## src/inc/deser_regs_consts.vh

```
// register offsets, field positions, reset values and timing counts
// included by the register bank, the watchdog, the assertions and the bench
`ifndef DESER_REGS_CONSTS_VH
`define DESER_REGS_CONSTS_VH

`define ADDR_RESET_CTRL 8'h01
`define ADDR_GEN_CFG 8'h02
`define ADDR_REVISION 8'h03
`define ADDR_STATUS 8'h04
`define ADDR_THR_HIGH 8'h05
`define ADDR_THR_LOW 8'h06
`define ADDR_WDOG 8'h07
`define ADDR_HOST_CTL1 8'h08

`define BIT_ROM_RELOAD 2
`define BIT_PARITY_EN 1
`define BIT_CKSUM_OK 7
`define BIT_INIT_DONE 6
`define BIT_PASS 3
`define BIT_LOCK 2
`define BIT_WDOG_OFF 0
`define BIT_LOCAL_WR_DIS 7

`define RST_PARITY_EN 1'b1
`define RST_THR_HIGH 8'h01
`define RST_THR_LOW 8'h00
`define RST_WDOG_TIMEOUT 7'h7F
`define RST_WDOG_OFF 1'b0
`define RST_LOCAL_WR_DIS 1'b0

`define CLK_HZ 20000000
`define WDOG_UNIT_MS 2
`define WDOG_UNIT_CYC (`CLK_HZ / 1000 * `WDOG_UNIT_MS)

`endif

```

## src/logic/deser_shared_ctrl_status_regs.v

```verilog
// shared control and status registers of the link deserializer
// assumes a local host port and a remote control-channel port, one
// request per cycle each; the rom loader and link core sit outside
`include "deser_regs_consts.vh"
module deser_shared_ctrl_status_regs #(
  parameter NPORTS = 2,
  parameter UNIT_CYCLES = `WDOG_UNIT_CYC,
  // arbitrary neutral revision value
  parameter [3:0] REV_ID = 4'h5
) (
  input wire ref_clk,
  input wire srst,
  input wire locWr,
  input wire locRd,
  input wire [7:0] locAddr,
  input wire [7:0] locWdata,
  input wire remWr,
  input wire remRd,
  input wire remLocal,
  input wire [7:0] remAddr,
  input wire [7:0] remWdata,
  output reg [7:0] readData_r,
  output reg readValid_r,
  output reg remWrRejected_r,
  output reg passThru_r,
  input wire passIn,
  input wire lockIn,
  input wire romLoadDone,
  input wire romCksumOk,
  output reg romLoadReq_r,
  input wire [NPORTS-1:0] parityErr,
  input wire [NPORTS-1:0] parityFlagClr,
  output reg [NPORTS-1:0] parityFlag_r,
  output reg parityCheckEn_r,
  input wire ccTxnActive,
  output reg ccAbort_r
);
  reg [7:0] thrHigh_r;
  reg [7:0] thrLow_r;
  reg [6:0] ctrlChannelTimeout_r;
  reg ctrlChannelTimeoutOff_r;
  reg localWrDis_r;
  reg configChecksumOk_r;
  reg initDone_r;
  reg passLat_r;
  reg lockLat_r;
  reg bootPend_r;
  reg [7:0] readData_nxt;

  wire useLoc;
  wire [7:0] acAddr;
  wire [7:0] acWdata;
  wire remLocalAcc;
  wire acWr;
  wire acRd;
  wire statusRead;
  wire [15:0] threshold;
  wire wdogAbort;
  wire [NPORTS-1:0] parityFlag_nxt;

  // local host wins a same-cycle collision; remote request is dropped
  assign useLoc = locWr | locRd;
  assign acAddr = useLoc ? locAddr : remAddr;
  assign acWdata = useLoc ? locWdata : remWdata;
  assign remLocalAcc = ~useLoc & remLocal;
  assign acWr = locWr | (remLocalAcc & remWr & ~localWrDis_r);
  assign acRd = locRd | (remLocalAcc & remRd);
  assign statusRead = acRd && (acAddr == `ADDR_STATUS);
  assign threshold = {thrHigh_r, thrLow_r};

  // writable control fields
  always @(posedge ref_clk) begin
    if (srst) begin
      parityCheckEn_r <= `RST_PARITY_EN;
      thrHigh_r <= `RST_THR_HIGH;
      thrLow_r <= `RST_THR_LOW;
      ctrlChannelTimeout_r <= `RST_WDOG_TIMEOUT;
      ctrlChannelTimeoutOff_r <= `RST_WDOG_OFF;
      localWrDis_r <= `RST_LOCAL_WR_DIS;
    end else if (acWr) begin
      case (acAddr)
        `ADDR_GEN_CFG: begin
          parityCheckEn_r <= acWdata[`BIT_PARITY_EN];
        end
        `ADDR_THR_HIGH: begin
          thrHigh_r <= acWdata;
        end
        `ADDR_THR_LOW: begin
          thrLow_r <= acWdata;
        end
        `ADDR_WDOG: begin
          ctrlChannelTimeout_r <= acWdata[7:1];
          ctrlChannelTimeoutOff_r <= acWdata[`BIT_WDOG_OFF];
        end
        `ADDR_HOST_CTL1: begin
          localWrDis_r <= acWdata[`BIT_LOCAL_WR_DIS];
        end
        default: begin
          // revision, status and unmapped addresses ignore writes
        end
      endcase
    end
  end

  // remote access routing
  always @(posedge ref_clk) begin
    if (srst) begin
      remWrRejected_r <= 1'b0;
      passThru_r <= 1'b0;
    end else begin
      remWrRejected_r <= remLocalAcc & remWr & localWrDis_r;
      // far-side target traffic never sees the write block
      passThru_r <= ~useLoc & ~remLocal & (remWr | remRd);
    end
  end

  // rom load sequencing: one request after reset and on each reload
  always @(posedge ref_clk) begin
    if (srst) begin
      bootPend_r <= 1'b1;
      romLoadReq_r <= 1'b0;
      initDone_r <= 1'b0;
      configChecksumOk_r <= 1'b0;
    end else begin
      romLoadReq_r <= 1'b0;
      if (bootPend_r) begin
        bootPend_r <= 1'b0;
        romLoadReq_r <= 1'b1;
      end else if (acWr && acAddr == `ADDR_RESET_CTRL &&
                   acWdata[`BIT_ROM_RELOAD]) begin
        // bit self-clears: it is never stored, pulses the loader and clears init done and checksum ok
        romLoadReq_r <= 1'b1;
        initDone_r <= 1'b0;
        configChecksumOk_r <= 1'b0;
      end else if (romLoadDone) begin
        initDone_r <= 1'b1;
        configChecksumOk_r <= romCksumOk;
      end
    end
  end

  // latched-high status: the level in the read cycle survives the clear
  always @(posedge ref_clk) begin
    if (srst) begin
      passLat_r <= 1'b0;
      lockLat_r <= 1'b0;
    end else if (statusRead) begin
      passLat_r <= passIn;
      lockLat_r <= lockIn;
    end else begin
      passLat_r <= passLat_r | passIn;
      lockLat_r <= lockLat_r | lockIn;
    end
  end

  // per-port parity error counters, saturating at all ones
  genvar p;
  generate
    for (p = 0; p < NPORTS; p = p + 1) begin : gPort
      reg [15:0] errCnt_r;
      wire countUp;
      assign countUp = parityErr[p] & parityCheckEn_r;
      // flag follows the count, which only falls on a clear: the flag
      // holds until then or until the threshold is written above the count, and a clear takes effect one cycle later
      assign parityFlag_nxt[p] = (errCnt_r >= threshold);
      always @(posedge ref_clk) begin
        if (srst) begin
          errCnt_r <= 16'h0000;
        end else if (parityFlagClr[p]) begin
          errCnt_r <= 16'h0000;
        end else if (countUp && errCnt_r != 16'hFFFF) begin
          errCnt_r <= errCnt_r + 16'h0001;
        end
      end
    end
  endgenerate

  // one process owns all flag bits, so each bit has a single driver
  always @(posedge ref_clk) begin
    if (srst) begin
      parityFlag_r <= {NPORTS{1'b0}};
    end else begin
      parityFlag_r <= parityFlag_nxt;
    end
  end

  ctrl_channel_watchdog #(
    .UNIT_CYCLES(UNIT_CYCLES)
  ) uWdog (
    .ref_clk(ref_clk),
    .srst(srst),
    .txnActive(ccTxnActive),
    .timeoutUnits(ctrlChannelTimeout_r),
    .wdogOff(ctrlChannelTimeoutOff_r),
    .abort_r(wdogAbort)
  );

  always @(posedge ref_clk) begin
    if (srst) begin
      ccAbort_r <= 1'b0;
    end else begin
      ccAbort_r <= wdogAbort;
    end
  end

  // read mux; unmapped addresses read zero
  always @* begin
    readData_nxt = 8'h00;
    case (acAddr)
      `ADDR_GEN_CFG: begin
        readData_nxt[`BIT_PARITY_EN] = parityCheckEn_r;
      end
      `ADDR_REVISION: begin
        readData_nxt = {REV_ID, 4'h0};
      end
      `ADDR_STATUS: begin
        // reserved bits stay zero
        readData_nxt[`BIT_CKSUM_OK] = configChecksumOk_r;
        readData_nxt[`BIT_INIT_DONE] = initDone_r;
        readData_nxt[`BIT_PASS] = passLat_r;
        readData_nxt[`BIT_LOCK] = lockLat_r;
      end
      `ADDR_THR_HIGH: begin
        readData_nxt = thrHigh_r;
      end
      `ADDR_THR_LOW: begin
        readData_nxt = thrLow_r;
      end
      `ADDR_WDOG: begin
        readData_nxt = {ctrlChannelTimeout_r, ctrlChannelTimeoutOff_r};
      end
      `ADDR_HOST_CTL1: begin
        readData_nxt[`BIT_LOCAL_WR_DIS] = localWrDis_r;
      end
      default: begin
        readData_nxt = 8'h00;
      end
    endcase
  end

  always @(posedge ref_clk) begin
    if (srst) begin
      readData_r <= 8'h00;
      readValid_r <= 1'b0;
    end else begin
      readValid_r <= acRd;
      if (acRd) begin
        readData_r <= readData_nxt;
      end
    end
  end
endmodule // deser_shared_ctrl_status_regs

```

## src/logic/ctrl_channel_watchdog.v

```verilog
// control-channel transaction watchdog, timeout in units of UNIT_CYCLES
// assumes txnActive is high for the whole life of one transaction
`include "deser_regs_consts.vh"
module ctrl_channel_watchdog #(
  parameter UNIT_CYCLES = `WDOG_UNIT_CYC
) (
  input wire ref_clk,
  input wire srst,
  input wire txnActive,
  input wire [6:0] timeoutUnits,
  input wire wdogOff,
  output reg abort_r
);
  reg [31:0] divCnt_r;
  reg [6:0] unitCnt_r;
  reg fired_r;
  wire unitTick;

  assign unitTick = (divCnt_r == UNIT_CYCLES - 1);

  always @(posedge ref_clk) begin
    if (srst) begin
      divCnt_r <= 32'h0000_0000;
      unitCnt_r <= 7'h00;
      fired_r <= 1'b0;
      abort_r <= 1'b0;
    end else begin
      abort_r <= 1'b0;
      // idle or disabled: restart timing for the next transaction
      if (!txnActive || wdogOff) begin
        divCnt_r <= 32'h0000_0000;
        unitCnt_r <= 7'h00;
        fired_r <= 1'b0;
      end else if (!fired_r) begin
        divCnt_r <= unitTick ? 32'h0000_0000 : divCnt_r + 32'h0000_0001;
        if (unitTick) begin
          unitCnt_r <= unitCnt_r + 7'h01;
          // a zero timeout is illegal; it would fire after 128 units
          if (unitCnt_r + 7'h01 == timeoutUnits) begin
            abort_r <= 1'b1;
            fired_r <= 1'b1;
          end
        end
      end
    end
  end
endmodule // ctrl_channel_watchdog

```

## config.mk

```make
export PLATFORM = sky130hd
export DESIGN_NAME = deser_shared_ctrl_status_regs
export DESIGN_NICKNAME = d
export VERILOG_FILES = /design/src/logic/deser_shared_ctrl_status_regs.v /design/src/logic/ctrl_channel_watchdog.v
export VERILOG_INCLUDE_DIRS = /design/src /design/src/inc
export SDC_FILE = /design/constraint.sdc
export NUM_CORES = 1
export LEC_CHECK = 0
export BUFFER_PORTS_ARGS = -buffer_cell sky130_fd_sc_hd__buf_4
export CAP_MARGIN = 20
export CORE_AREA = 2 2 131 133
export CTS_CLUSTER_DIAMETER = 100
export DETAILED_ROUTE_END_ITERATION = 8
export DIE_AREA = 0 0 133 135
export GPL_TIMING_DRIVEN = 0
export PLACE_DENSITY_LB_ADDON = 0.12
export SYNTH_ARGS = -nofsm -noshare
export SYNTH_HDL_FRONTEND = slang
export SYNTH_SLANG_ARGS = --single-unit
```

## constraint.sdc

```tcl
create_clock -name ref_clk -period 2.01 [get_ports ref_clk]
set_input_delay 0.402 -clock ref_clk [delete_from_list [all_inputs] [get_ports ref_clk]]
set_output_delay 0.402 -clock ref_clk [all_outputs]
set_load 0.02 [all_outputs]
```

==> out/qor.json <==
{
  "clocking": {
    "tritoncts": "yes",
    "number_of_buffers_added_by_the_clock_tree_synthesis_step": 17,
    "cts_sink_cnt": 119,
    "clock-root-buffer": "sky130_fd_sc_hd__clkbuf_16",
    "clkSlewWorstSetupHoldPaths_ns": 0.06,
    "h-tree-depth": 4,
    "cts_max_path_buffers": 2,
    "post_cts_hold_buffer_count": 0,
    "clock_insertion_delay_worst_skew_ns": 0.42
  },
  "route": {
    "remaining_drcs": 0,
    "detail_route.vias_per_cell": 5.46,
    "avgRoutedWirePerCell_um": 16.3,
    "route.vias.total": 5832,
    "detail_route.wirelength_mm": 17.4,
    "firstDrtPassIters": 5,
    "drt-initial-drc-count": 348,
    "antenna_violating_nets_post_route": 0
  },
  "synth": {
    "netlist_instances": 745,
    "synthDistinctLibCells": 63,
    "synth_flop_cell": "sky130_fd_sc_hd__dfxtp_1",
    "synth.yosys.seq_area_share_pct": 36.6,
    "syn_avg_cell_area_um2": 8.74,
    "syn_nets": 829,
    "yosys_warnings": 0,
    "synth_area_um2": 6510,
    "ys_async_sr_fraction_pct": 0,
    "number_of_enable_type_register_cells_in_the_synthesized_netlist": 0,
    "synth_seq_cells": 119
  },
  "timing": {
    "worst_rel_slew_slack_pct": 43.4,
    "fin_tns_setup_ns": 0,
    "final-hold-violation-count": 0,
    "postLayoutSetupSlackWorst_ns": 0.0475,
    "rsz_0062_raised_after_global_routing": "yes",
    "worst_slew_pin_tran_ns": 0.840,
    "max_clock_freq_mhz": 510,
    "share_of_the_clock_period_used_by_the_worst_path_pct": 97.6,
    "worst_clock_skew_ns": 0.0103,
    "finalCriticalPeriod_ns": 1.96,
    "slew_viol_final": 0,
    "setup_viol_count_final": 0
  },
  "worst_setup_path": {
    "setup.worst_path.class": "reg2reg",
    "setup.worst_path.start": "uWdog.fired_r$_SDFF_PP0_",
    "crit_path_end_kind": "flip-flop",
    "timing.critical_path.fanout_max": 8,
    "max_stage_delay_ns": 0.60,
    "cp.arrival_ns": 2.27,
    "slowest_stage": "sky130_fd_sc_hd__or3_1",
    "reg2reg_from": "uWdog.fired_r$_SDFF_PP0_",
    "crit_path_cell_trace": "buf_2 -> nand4b_1 -> or3_1 -> nor4_2 -> xnor2_1 -> nor2_1",
    "worst_ep_required_time_ns": 2.32,
    "type_of_origin_of_the_critical_path": "flip-flop"
  },
  "pwr": {
    "sw_share_pct": 22.2,
    "cell_internal_pwr_w": 0.00463,
    "comb_power_share_pct": 5.9,
    "design_power_total_w": 0.00595,
    "share_clk_of_total_power_pct": 53.9,
    "peakVddDrop_mv": 0.583,
    "power.density_nw_per_um2": 733,
    "switching_power_w": 0.00132,
    "share_seq_of_total_power_pct": 40.2,
    "power_leakage_nw": 2.97
  },
  "placed_design": {
    "portBuffers": 63,
    "routabilityCongestion": 0.859,
    "hpwl_mm": 12.8,
    "detailedPlace.worstSlack_ns": -0.580
  },
  "status": {
    "outcome": "finished, final reports clean"
  },
  "worst_hold_path": {
    "worstHoldStart": "srst",
    "min-delay-path-class": "in2reg"
  },
  "finish": {
    "syn_to_final_growth_pct": 24.7,
    "finalNetCount": 919,
    "antenna-diode-count": 0,
    "layout.core_utilization_pct": 49.5,
    "drive_gt1_share_pct": 20.5
  },
  "global_routing": {
    "grt_first_pass_wirelength_mm": 28.9,
    "grt_max_degree": 17,
    "grt_overflow_total": 0,
    "grt_util_all_layers_pct": 20.2,
    "grt_pass1_vias": 5799,
    "antenna_found_initial": 0
  },
  "floorplan": {
    "core-area_um2": 16400,
    "initial_utilization_pct": 39.7,
    "core.rowCount": 47,
    "ios": 64,
    "fp.dieW_um": 133,
    "die_height_um": 135,
    "die_area_um2": 18000
  },
  "run": {
    "drv_cap": 0
  }
}
[per-stage QoR]
step / area [µm²] / hold WS (ns) / cells
after floorplan: 6530 / 0.414 / 745
after global placement: 7270 / 0.462 / 1028
after detailed placement: 7270 / 0.467 / 1028
after CTS: 8030 / 0.0851 / 1070
after global routing: 8120 / 0.0835 / 1068
final: 8120 / 0.102 / 1068
[flip-flops by register name, indices dropped and copies added (netlist names), 2 cells and up]
signal and count:
ctrlChannelTimeout_r 7, gPort.errCnt_r 32, parityFlag_r 2, readData_r 8
thrHigh_r 8, thrLow_r 8, uWdog.divCnt_r 32, uWdog.unitCnt_r 7
[routing by layer]
metal  part of all wire [%]  track usage [%]
met5                      0                0
met1                     46             25.6
met4                   0.99             5.91
met3                    4.7             4.65
met2                     48             34.3
[cell type report]
cell class              instances  area, µm²
fillers                      1532       8290
multi-input cells             565       4020
flip-flops and latches        119       2390
repair buffers                 76        574
clock buffers                  18        439
well taps                     220        275
clock inverters                14        181
plain buffers                  28        131
inverters                      28        105
[final timing paths]
| kind | end | slack, ns | depth (start not counted) |
|---|---|---|---|
| worst min register to register | uWdog.unitCnt_r[1]$_SDFFE_PP0P_ | 0.48 | 2 |
| worst max register to register | uWdog.divCnt_r[27]$_SDFFE_PP0N_ | 0.05 | 6 |
| worst max-delay path | uWdog.divCnt_r[27]$_SDFFE_PP0N_ | 0.05 | 6 |
| worst min-delay path | bootPend_r$_DFF_P_ | 0.10 | 1 |
[power groups by stage]
stage               clock, W  combinational (W)  sequential, W
floorplan                  0           0.000185        0.00244
global placement           0           0.000335        0.00244
detailed placement         0           0.000340        0.00244
CTS                  0.00326           0.000347        0.00239
global route         0.00338           0.000384        0.00239
finish               0.00321           0.000351        0.00239
[logic make-up (layout without fill, tap and decap cells)]
group / count (synthesis) / in the layout / share of synthesized area, %
AOI/OAI and AO/OA: 126 / 126 / 12.9
and+or+nand+nor: 310 / 310 / 25.7
DFF: 119 / 119 / 36.6
adders and majority gates: 36 / 36 / 6.92
buffers and inverters: 61 / 164 / 3.84
muxes: 32 / 32 / 5.86
xor gates and xnor gates: 61 / 61 / 8.21
[cells in the final DEF (no fill, tap or decap), types with 5 or more instances in the layout]
master,n
sky130_fd_sc_hd__a211oi_1,15
sky130_fd_sc_hd__a21o_1,8
sky130_fd_sc_hd__a21oi_1,39
sky130_fd_sc_hd__and2_1,9
sky130_fd_sc_hd__and3_1,9
sky130_fd_sc_hd__and4_1,7
sky130_fd_sc_hd__buf_2,6
sky130_fd_sc_hd__buf_4,75
sky130_fd_sc_hd__clkbuf_1,17
sky130_fd_sc_hd__clkbuf_16,17
sky130_fd_sc_hd__clkinv_2,6
sky130_fd_sc_hd__dfxtp_1,113
sky130_fd_sc_hd__dfxtp_2,6
sky130_fd_sc_hd__ha_1,35
sky130_fd_sc_hd__inv_1,28
sky130_fd_sc_hd__mux2_2,9
sky130_fd_sc_hd__mux2i_1,18
sky130_fd_sc_hd__nand2_1,37
sky130_fd_sc_hd__nand2b_1,13
sky130_fd_sc_hd__nand3_1,29
sky130_fd_sc_hd__nand4_1,22
sky130_fd_sc_hd__nor2_1,79
sky130_fd_sc_hd__nor2b_1,5
sky130_fd_sc_hd__nor3_1,40
sky130_fd_sc_hd__nor4_1,7
sky130_fd_sc_hd__nor4_2,6
sky130_fd_sc_hd__o21ai_0,18
sky130_fd_sc_hd__o31ai_1,5
sky130_fd_sc_hd__or2_2,5
sky130_fd_sc_hd__or3_1,9
sky130_fd_sc_hd__or4_1,7
sky130_fd_sc_hd__xnor2_1,47
sky130_fd_sc_hd__xor2_1,14
[cell usage after synthesis, types with 3 or more instances]
cell / number / area share (%)
sky130_fd_sc_hd__nand2b_1: 13 / 1.2
sky130_fd_sc_hd__and3_1: 10 / 0.96
sky130_fd_sc_hd__or4_1: 8 / 0.92
sky130_fd_sc_hd__inv_1: 28 / 1.6
sky130_fd_sc_hd__o21ai_0: 20 / 1.5
sky130_fd_sc_hd__or3b_2: 3 / 0.40
sky130_fd_sc_hd__xnor2_1: 47 / 6.3
sky130_fd_sc_hd__o2111ai_1: 4 / 0.54
sky130_fd_sc_hd__ha_1: 36 / 6.9
sky130_fd_sc_hd__mux4_2: 4 / 1.4
sky130_fd_sc_hd__dfxtp_1: 119 / 37
sky130_fd_sc_hd__nor3_1: 41 / 3.2
sky130_fd_sc_hd__nor3b_1: 3 / 0.35
sky130_fd_sc_hd__and4_1: 7 / 0.94
sky130_fd_sc_hd__a211o_1: 3 / 0.40
sky130_fd_sc_hd__a21o_1: 8 / 0.92
sky130_fd_sc_hd__o31ai_1: 8 / 0.92
sky130_fd_sc_hd__a211oi_1: 15 / 1.7
sky130_fd_sc_hd__or3_1: 10 / 0.96
sky130_fd_sc_hd__a22o_1: 4 / 0.54
sky130_fd_sc_hd__xor2_1: 14 / 1.9
sky130_fd_sc_hd__or2_2: 5 / 0.48
sky130_fd_sc_hd__buf_2: 4 / 0.31
sky130_fd_sc_hd__mux2_2: 9 / 1.6
sky130_fd_sc_hd__nand2_1: 38 / 2.2
sky130_fd_sc_hd__a2111oi_0: 3 / 0.40
sky130_fd_sc_hd__and2_1: 9 / 0.86
sky130_fd_sc_hd__a21oi_1: 40 / 3.1
sky130_fd_sc_hd__nor2_1: 79 / 4.6
sky130_fd_sc_hd__a41oi_1: 3 / 0.40
sky130_fd_sc_hd__nand3_1: 30 / 2.3
sky130_fd_sc_hd__nand4_1: 22 / 2.1
sky130_fd_sc_hd__nor2b_1: 5 / 0.48
sky130_fd_sc_hd__clkbuf_1: 26 / 1.5
sky130_fd_sc_hd__mux2i_1: 19 / 2.9
sky130_fd_sc_hd__nor4_1: 13 / 1.2
[worst max-delay path, delay by kind of cell, from the launching register on]
kind / cells / cell delay, ns
and+or+nand+nor: 4 / 1.25
DFF: 1 / 0.29
xor gates and xnor gates: 1 / 0.16
buffers and inverters: 1 / 0.15
[repair_timing]
item,CTS,global route
endpoints found under the setup margin,64,65
gates resized for setup,18,27
cloned,0,0
pin swaps,12,8
setup buffers,11,2
(Power assumes the default switching activity.)
